File: config.mk
export PLATFORM = sky130hd
export DESIGN_NAME = conditional_trap_evaluator
export DESIGN_NICKNAME = d
export VERILOG_FILES = /design/src/hw/trap_eval_pkg.sv /design/src/hw/conditional_trap_evaluator.sv
export VERILOG_INCLUDE_DIRS = /design/src /design/src/hw
export SDC_FILE = /design/constraint.sdc
export NUM_CORES = 1
export LEC_CHECK = 0
export ABC_AREA = 1
export BUFFER_PORTS_ARGS = -buffer_cell sky130_fd_sc_hd__buf_2
export CAP_MARGIN = 20
export CELL_PAD_IN_SITES_DETAIL_PLACEMENT = 2
export CELL_PAD_IN_SITES_GLOBAL_PLACEMENT = 2
export CORE_UTILIZATION = 21
export CTS_CLUSTER_DIAMETER = 30
export DETAILED_ROUTE_END_ITERATION = 12
export HOLD_SLACK_MARGIN = 0.1
export PLACE_DENSITY_LB_ADDON = 0.12
export SKIP_LAST_GASP = 1
export SLEW_MARGIN = 20
export SYNTH_ARGS = -nofsm -noshare
export SYNTH_HDL_FRONTEND = slang
export SYNTH_SLANG_ARGS = --single-unit
export TNS_END_PERCENT = 20
File: constraint.sdc
create_clock -name clk -period 1.1 [get_ports clk]
set_clock_uncertainty 0.2 [all_clocks]
set_input_delay 0.055 -clock clk [delete_from_list [all_inputs] [get_ports clk]]
set_output_delay 0.055 -clock clk [all_outputs]
set_load 0.01 [all_outputs]
File: src/hw/trap_eval_defines.svh
// constants for the conditional trap evaluator
`ifndef TRAP_EVAL_DEFINES_SVH
`define TRAP_EVAL_DEFINES_SVH
// primary opcode classes that carry trap words
`define OPC_FUNC_CLASS 6'h00
`define OPC_IMM_CLASS 6'h01
// function codes of the register forms
`define FN_GE_S_REG 6'h30
`define FN_GE_U_REG 6'h31
`define FN_LT_S_REG 6'h32
`define FN_LT_U_REG 6'h33
`define FN_EQ_REG 6'h34
`define FN_NE_REG 6'h36
// selector codes of the immediate forms
`define SEL_GE_S_IMM 5'h08
`define SEL_GE_U_IMM 5'h09
`define SEL_LT_S_IMM 5'h0A
`define SEL_LT_U_IMM 5'h0B
`define SEL_EQ_IMM 5'h0C
`define SEL_NE_IMM 5'h0E
// instruction field positions
`define OPC_MSB 31
`define OPC_LSB 26
`define SEL_MSB 20
`define SEL_LSB 16
`define FN_MSB 5
`define FN_LSB 0
`define IMM_MSB 15
`define IMM_WIDTH 16
`endif

File: src/hw/trap_eval_pkg.sv
// types for the conditional trap evaluator
package trap_eval_pkg;
  typedef enum logic [2:0] {
    cmp_none = 3'b000,
    cmp_eq = 3'b001,
    cmp_ne = 3'b010,
    cmp_ge_s = 3'b011,
    cmp_ge_u = 3'b100,
    cmp_lt_s = 3'b101,
    cmp_lt_u = 3'b110
  } cmp_kind_t;
endpackage : trap_eval_pkg

File: src/hw/conditional_trap_evaluator.sv
// conditional trap evaluator: decodes trap instructions and raises a trap
// Operation
// [RULE1] ge unsigned imm: sign-extend, unsigned compare
// [RULE2] ge unsigned reg: unsigned compare, trap ge
// [RULE3] lt signed reg: signed compare, trap lt
// [RULE4] both lt imm forms: signed compare
// [RULE5] lt unsigned reg: unsigned compare, trap lt
// [RULE6] ne reg, zero opcode: trap when differ
// [RULE7] ne imm: sign-extend, trap when differ
// [RULE8] ten-bit code field ignored in evaluation
// [RULE9] trap precise, no register write, else nop
`timescale 1ns/100ps
`include "trap_eval_defines.svh"
module conditional_trap_evaluator
  import trap_eval_pkg::*;
#(
  parameter int XLEN = 64
) (
  input wire logic clk,
  input wire logic rst_b,
  input wire logic issue_valid,
  input wire logic [31:0] instr_word,
  input wire logic [XLEN-1:0] first_source_reg,
  input wire logic [XLEN-1:0] second_source_reg,
  output logic is_trap_instr,
  output logic trap_taken,
  output logic general_register_write_en
);

  // --------------------------------------------------------------------
  // decode
  // --------------------------------------------------------------------
  // recognised trap words map to a compare kind, anything else to cmp_none
  function automatic cmp_kind_t decode_kind(input logic [31:0] iw);
    cmp_kind_t k;
    k = cmp_none;
    // code field bits 15..6 never reach the decode
    if (iw[`OPC_MSB:`OPC_LSB] == `OPC_FUNC_CLASS) begin // RULE8
      case (iw[`FN_MSB:`FN_LSB])
        `FN_GE_S_REG: k = cmp_ge_s;
        `FN_GE_U_REG: k = cmp_ge_u; // RULE2
        `FN_LT_S_REG: k = cmp_lt_s; // RULE3
        `FN_LT_U_REG: k = cmp_lt_u; // RULE5
        `FN_EQ_REG: k = cmp_eq;
        `FN_NE_REG: k = cmp_ne; // RULE6
        default: k = cmp_none;
      endcase
    end else if (iw[`OPC_MSB:`OPC_LSB] == `OPC_IMM_CLASS) begin
      case (iw[`SEL_MSB:`SEL_LSB])
        `SEL_GE_S_IMM: k = cmp_ge_s;
        `SEL_GE_U_IMM: k = cmp_ge_u; // RULE1
        `SEL_LT_S_IMM: k = cmp_lt_s; // RULE4
        // signed compare despite the unsigned name: software must not expect unsigned order here
        `SEL_LT_U_IMM: k = cmp_lt_s; // RULE4
        `SEL_EQ_IMM: k = cmp_eq;
        `SEL_NE_IMM: k = cmp_ne; // RULE7
        default: k = cmp_none;
      endcase
    end
    return k;
  endfunction : decode_kind

  // --------------------------------------------------------------------
  // operand select and compare
  // --------------------------------------------------------------------
  cmp_kind_t kind;
  logic imm_form;
  logic [XLEN-1:0] imm_ext;
  logic [XLEN-1:0] rhs;
  logic cond_true;

  // immediate forms use the sign-extended 16-bit field
  assign kind = decode_kind(instr_word);
  assign imm_form = (instr_word[`OPC_MSB:`OPC_LSB] == `OPC_IMM_CLASS);
  assign imm_ext = {{(XLEN-`IMM_WIDTH){instr_word[`IMM_MSB]}}, instr_word[`IMM_MSB:0]}; // RULE1 RULE4 RULE7
  assign rhs = imm_form ? imm_ext : second_source_reg;

  // compare per kind; signed and unsigned share one operand path
  always_comb begin
    case (kind)
      cmp_eq: cond_true = (first_source_reg == rhs);
      cmp_ne: cond_true = (first_source_reg != rhs); // RULE6 RULE7
      cmp_ge_s: cond_true = ($signed(first_source_reg) >= $signed(rhs));
      cmp_ge_u: cond_true = (first_source_reg >= rhs); // RULE1 RULE2
      cmp_lt_s: cond_true = ($signed(first_source_reg) < $signed(rhs)); // RULE3 RULE4
      cmp_lt_u: cond_true = (first_source_reg < rhs); // RULE5
      default: cond_true = 1'b0;
    endcase
  end

  // --------------------------------------------------------------------
  // result registers
  // --------------------------------------------------------------------
  // class flag: a recognised trap word was taken at this edge
  always_ff @(posedge clk or negedge rst_b) begin
    if (!rst_b) begin
      is_trap_instr <= 1'b0;
    end else begin
      is_trap_instr <= issue_valid && (kind != cmp_none);
    end
  end

  // one-cycle pulse, registered so the exception stage sees a clean edge
  always_ff @(posedge clk or negedge rst_b) begin
    if (!rst_b) begin
      trap_taken <= 1'b0;
    end else begin
      trap_taken <= issue_valid && (kind != cmp_none) && cond_true; // RULE9
    end
  end

  // trap instructions never write a general register
  assign general_register_write_en = 1'b0; // RULE9

  // --------------------------------------------------------------------
  // assertions
  // --------------------------------------------------------------------
  // ge unsigned imm: unsigned order against the sign-extended bound
  property p_ge_unsigned_imm;
    @(posedge clk) disable iff (!rst_b)
      (issue_valid && instr_word[`OPC_MSB:`OPC_LSB] == `OPC_IMM_CLASS &&
       instr_word[`SEL_MSB:`SEL_LSB] == `SEL_GE_U_IMM)
      |=> (trap_taken == ($past(first_source_reg) >= $past(imm_ext)));
  endproperty
  a_ge_unsigned_imm: assert property (p_ge_unsigned_imm) else $error("ge unsigned imm wrong"); // RULE1

  // ge unsigned reg: plain unsigned order of both operands
  property p_ge_unsigned_reg;
    @(posedge clk) disable iff (!rst_b)
      (issue_valid && instr_word[`OPC_MSB:`OPC_LSB] == `OPC_FUNC_CLASS &&
       instr_word[`FN_MSB:`FN_LSB] == `FN_GE_U_REG)
      |=> (trap_taken == ($past(first_source_reg) >= $past(second_source_reg)));
  endproperty
  a_ge_unsigned_reg: assert property (p_ge_unsigned_reg) else $error("ge unsigned reg wrong"); // RULE2

  // lt signed reg: equal operands are never strictly less
  property p_lt_signed_reg;
    @(posedge clk) disable iff (!rst_b)
      (issue_valid && instr_word[`OPC_MSB:`OPC_LSB] == `OPC_FUNC_CLASS &&
       instr_word[`FN_MSB:`FN_LSB] == `FN_LT_S_REG &&
       first_source_reg == second_source_reg) |=> !trap_taken;
  endproperty
  a_lt_signed_reg: assert property (p_lt_signed_reg) else $error("lt signed reg trapped on equal"); // RULE3

  // lt signed reg: full two's-complement order
  property p_lt_signed_reg_order;
    @(posedge clk) disable iff (!rst_b)
      (issue_valid && instr_word[`OPC_MSB:`OPC_LSB] == `OPC_FUNC_CLASS &&
       instr_word[`FN_MSB:`FN_LSB] == `FN_LT_S_REG)
      |=> (trap_taken == ($signed($past(first_source_reg)) < $signed($past(second_source_reg))));
  endproperty
  a_lt_signed_reg_order: assert property (p_lt_signed_reg_order) else $error("lt signed reg order wrong"); // RULE3

  // both lt imm selectors compare signed
  property p_lt_imm;
    @(posedge clk) disable iff (!rst_b)
      (issue_valid && instr_word[`OPC_MSB:`OPC_LSB] == `OPC_IMM_CLASS &&
       (instr_word[`SEL_MSB:`SEL_LSB] == `SEL_LT_S_IMM || instr_word[`SEL_MSB:`SEL_LSB] == `SEL_LT_U_IMM))
      |=> (trap_taken == ($signed($past(first_source_reg)) < $signed($past(imm_ext))));
  endproperty
  a_lt_imm: assert property (p_lt_imm) else $error("lt imm wrong"); // RULE4

  // lt unsigned reg: plain unsigned order
  property p_lt_unsigned_reg;
    @(posedge clk) disable iff (!rst_b)
      (issue_valid && instr_word[`OPC_MSB:`OPC_LSB] == `OPC_FUNC_CLASS &&
       instr_word[`FN_MSB:`FN_LSB] == `FN_LT_U_REG)
      |=> (trap_taken == ($past(first_source_reg) < $past(second_source_reg)));
  endproperty
  a_lt_unsigned_reg: assert property (p_lt_unsigned_reg) else $error("lt unsigned reg wrong"); // RULE5

  // ne reg: any differing bit traps
  property p_ne_reg;
    @(posedge clk) disable iff (!rst_b)
      (issue_valid && instr_word[`OPC_MSB:`OPC_LSB] == `OPC_FUNC_CLASS &&
       instr_word[`FN_MSB:`FN_LSB] == `FN_NE_REG)
      |=> (trap_taken == ($past(first_source_reg) != $past(second_source_reg)));
  endproperty
  a_ne_reg: assert property (p_ne_reg) else $error("ne reg wrong"); // RULE6

  // ne imm: compared against the sign-extended bound
  property p_ne_imm;
    @(posedge clk) disable iff (!rst_b)
      (issue_valid && instr_word[`OPC_MSB:`OPC_LSB] == `OPC_IMM_CLASS &&
       instr_word[`SEL_MSB:`SEL_LSB] == `SEL_NE_IMM)
      |=> (trap_taken == ($past(first_source_reg) != $past(imm_ext)));
  endproperty
  a_ne_imm: assert property (p_ne_imm) else $error("ne imm wrong"); // RULE7

  // code bits cleared must give the same decode
  property p_code_ignored;
    @(posedge clk) disable iff (!rst_b)
      (issue_valid && instr_word[`OPC_MSB:`OPC_LSB] == `OPC_FUNC_CLASS)
      |-> (kind == decode_kind({instr_word[31:16], 10'h000, instr_word[5:0]}));
  endproperty
  a_code_ignored: assert property (p_code_ignored) else $error("code field affects decode"); // RULE8

  // a trap only follows a taken trap word and never writes a register
  property p_trap_needs_issue;
    @(posedge clk) disable iff (!rst_b)
      trap_taken |-> ($past(issue_valid) && is_trap_instr && !general_register_write_en);
  endproperty
  a_trap_needs_issue: assert property (p_trap_needs_issue) else $error("trap without trap issue"); // RULE9

  // an idle cycle leaves both flags low at the next edge
  property p_no_issue_no_trap;
    @(posedge clk) disable iff (!rst_b)
      !issue_valid |=> (!trap_taken && !is_trap_instr);
  endproperty
  a_no_issue_no_trap: assert property (p_no_issue_no_trap) else $error("flag raised without issue"); // RULE9

  // words outside both trap classes complete as a no-operation
  property p_other_word_quiet;
    @(posedge clk) disable iff (!rst_b)
      (issue_valid && instr_word[`OPC_MSB:`OPC_LSB] != `OPC_FUNC_CLASS &&
       instr_word[`OPC_MSB:`OPC_LSB] != `OPC_IMM_CLASS) |=> (!trap_taken && !is_trap_instr);
  endproperty
  a_other_word_quiet: assert property (p_other_word_quiet) else $error("non-trap word raised a flag"); // RULE9

  // the ge unsigned, lt signed, lt unsigned and ne register-form trap words are flagged as trap instructions
  property p_class_flag;
    @(posedge clk) disable iff (!rst_b)
      (issue_valid && instr_word[`OPC_MSB:`OPC_LSB] == `OPC_FUNC_CLASS &&
       instr_word[`FN_MSB:`FN_LSB] inside {`FN_GE_U_REG, `FN_LT_S_REG, `FN_LT_U_REG, `FN_NE_REG})
      |=> is_trap_instr;
  endproperty
  a_class_flag: assert property (p_class_flag) else $error("trap word not flagged"); // RULE9

endmodule : conditional_trap_evaluator

==> key figures <==
Worst setup path
  – Crit-path max FO: 15
  – CP Cell Sequence: buf_2, nor2_4, nand4_4, clkinv_4, buf_6, o21ai_1, ha_1, nand2_1, nor2_2, nand3_2, nor4_4, nand2_2, nand2_1, nand2_1, nand3_1, a21oi_1, nor2_1, nor2_1
  – Arrival time of the worst setup path: 2410 ps
  – Crit path top cell by count: nand2_1
  – Slowest cell on crit path: ha_1
  – Critical path type: input pin to flip-flop
  – Crit end category: flip-flop
  – Max stage delay on crit path: 320 ps
  – Worst setup SP type: input pin
  – Critical Path RT: 1000 ps

Route
  – DRT Pass-1 Iters: 4
  – Antenna-violating nets left: 0
  – Via count of the routed design: between 3,000 and 4,000
  – Detailed-route wire length: between 9000 and 10,000 um
  – WL/cell: 13.8 um
  – # DRC: 0
  – Vias per cell: about 4.7
  – Drt first-iter violations: 59

Global route
  – GR Util met1: 0.203
  – M3 GR Usage: 0.0253
  – First-pass GRT wire length: between 15,000 and 20,000 um
  – Total Routing Usage GR: 0.163
  – Grt ovf: 0
  – Largest net degree at the start of global routing: 25
  – Gr busiest metal: met2
  – Antenna violations before repair: 1
  – Vias in the first global route: 3,430
  – Met2 Use GR: 0.298

Floorplanning
  – Initial Util: 0.217
  – Site Rows: 38
  – Chip Height: 108 um
  – Die ar.: 0.0117 sq mm
  – Num ports: 166
  – Die width: around 110 um
  – Core Area: 0.0109 sq mm

Timing
  – Final Setup Violations: 2
  – Minimum clock period: 2520 ps
  – Fin Hold WS: 327 ps
  – Fin. Hold Viols: 0
  – Max-slew violations: 0
  – Fin crit share: 2.29
  – Worst setup margin: -1420 ps
  – RSZ-0062 raised after global routing: yes
  – Fmax: approximately 0.40 GHz

Hold path
  – WHS Path Cells: 7
  – Min-Delay Path Class: input pin to flip-flop

Synth
  – Synthesized flop and latch total: 2
  – Mapped Area: 0.00236 sq mm
  – Post-synth EDFFs: 0
  – Dominant cells by area after synthesis: ha_1 34%, nand2_1 14%, o21ai_0 12%
  – Sequential-to-total area share from yosys stat: 0.0212
  – Top-area cell type share of the netlist area: 0.339
  – Post-synthesis cell type count: 34
  – Post-synth ARST share: 1.00
  – Area leader, netlist: ha_1
  – Total number of yosys warnings: 0
  – Mapped Avg Cell Area: 6.34 sq um
  – Main flop type after synthesis: dfrtp_1
  – Synth top cells by count: 87 x nand2_1, 64 x ha_1, 55 x o21ai_0
  – Cells after synthesis: 373
  – Syn_nets: 600
  – Cell with the most instances after synthesis: nand2_1

Status
  – Failing checks: negative setup slack
  – Status: finished with violations

Power and ir drop
  – Clock power frac: 0.198
  – Flop pwr share: 0.052
  – Combinational group share of total power: 0.751
  – VDD IR max: 203 uV
  – Pwr Total: 1440 uW
  – Sw Ratio: 0.404
  – P_int: about 860 uW
  – Leakage: ~0.0022 uW
  – PwrDens: 392 mW/mm^2
  – P_sw: 582 uW

Final layout
  – Finished layout cell area: 0.00367 sq mm
  – Final Util: 0.337
  – Nets: slightly below 800
  – Filler cells: 1,346
  – # diodes: 0
  – Layout cells sized above 1: 0.392
  – Area grow syn2layout: 55.3%

Clocking
  – Clock buffer depth: 2
  – Clock root buffer: clkbuf_8
  – CTS H-tree lvls: 1
  – Clock Pin Slew Worst Setup and Hold Paths: 30 ps
  – Number of CTS-inserted buffers: 3
  – Sink Count: 2
  – CTS tree: done

Place
  – Routability cong.: 0.785
  – Port Buffers: 159
  – Hpwl dp: 7790 um
  – Placed inst area: between 0.003 and 0.004 sq mm

Flow run
  – Max Cap Viol: 0
## state kept, by name (all words and copies together), names as in the netlist
register       flops
is_trap_instr      1
trap_taken         1
## cells by family after synthesis
group           share of synthesized area
simple gates                        0.285
buf+inv                            0.0752
flops                              0.0212
compound gates                      0.231
mux                                0.0466
other cells                       0.00159
fa+ha+maj                           0.339
## final cells by class
| class | count | area (sq um) | share of cell area |
|---|---|---|---|
| tap | 140 | 175 | 0.0477 |
| timing repair buffer | 188 | 1060 | 0.288 |
| inverter | 33 | 129 | 0.0351 |
| clock buffer | 3 | 41.3 | 0.0113 |
| sequential | 2 | 50.0 | 0.0136 |
| multi-input combinational | 328 | 2220 | 0.604 |
## what timing repair did
item / 4_1_cts / 5_1_grt
pin swaps: 3 / 1
endpoints found under the setup margin: 2 / 2
setup buffers: 0 / 0
gates cloned: 3 / 1
hold buffers: 3 / 0
gates resized for setup: 8 / 3
endpoints found under the hold margin: 4 / 0
## stage by stage
step,setup slack (ps),TNS (ps),instances
after global routing,-1760,-2300,694
after CTS,-1490,-1920,693
after floorplan,-1410,-1460,373
final,-1420,-1800,694
after global placement,-1740,-2330,684
after detailed placement,-1780,-2410,684
## path summary, 6_finish.rpt
path | end | startpoint | slack (ps)
setup / recovery | trap_taken | instr_word[29] | -1420
hold / removal | is_trap_instr | instr_word[16] | 330
max in group asynchronous | is_trap_instr | rst_b | 30
min in group asynchronous | trap_taken | rst_b | 530
## cells in the final DEF, fill, tap and decap left out, types with 5 or more instances in the layout
master   netlist  routed
buf_2          1     159
nand3_1       12      11
ha_1          64      64
inv_1         31      30
o21ai_0       55      51
nand2_1       87      86
nand4_1        5       5
nor2_1        26      25
o21ai_1        5       5
a21oi_1       32      31
buf_4          1      23
mux2i_1       11      11
## routing by layer
metal	wire, um	share of wire
met5	0	0
met4	38	0.0040
met3	670	0.070
met2	4600	0.48
met1	4280	0.45
## power by group through the flow
| stage | sequential [uW] | clock [uW] | combinational [uW] |
|---|---|---|---|
| final | 74.4 | 285 | 1080 |
| after floorplan | 75.2 | 0 | 561 |
| after global routing | 74.4 | 302 | 1250 |
| after global placement | 75.1 | 0 | 1030 |
| after CTS | 74.4 | 288 | 1100 |
| after detailed placement | 75.1 | 0 | 1070 |
## worst max-delay path, delay by kind of cell
family	cells	cell delay, ps
AO/OA/AOI/OAI	2	140
AND/OR/NAND/NOR	12	1460
adder cells (fa/ha/maj)	1	320
buffers and inverters	3	430
Note: power is estimated with default switching activity, not from simulation.
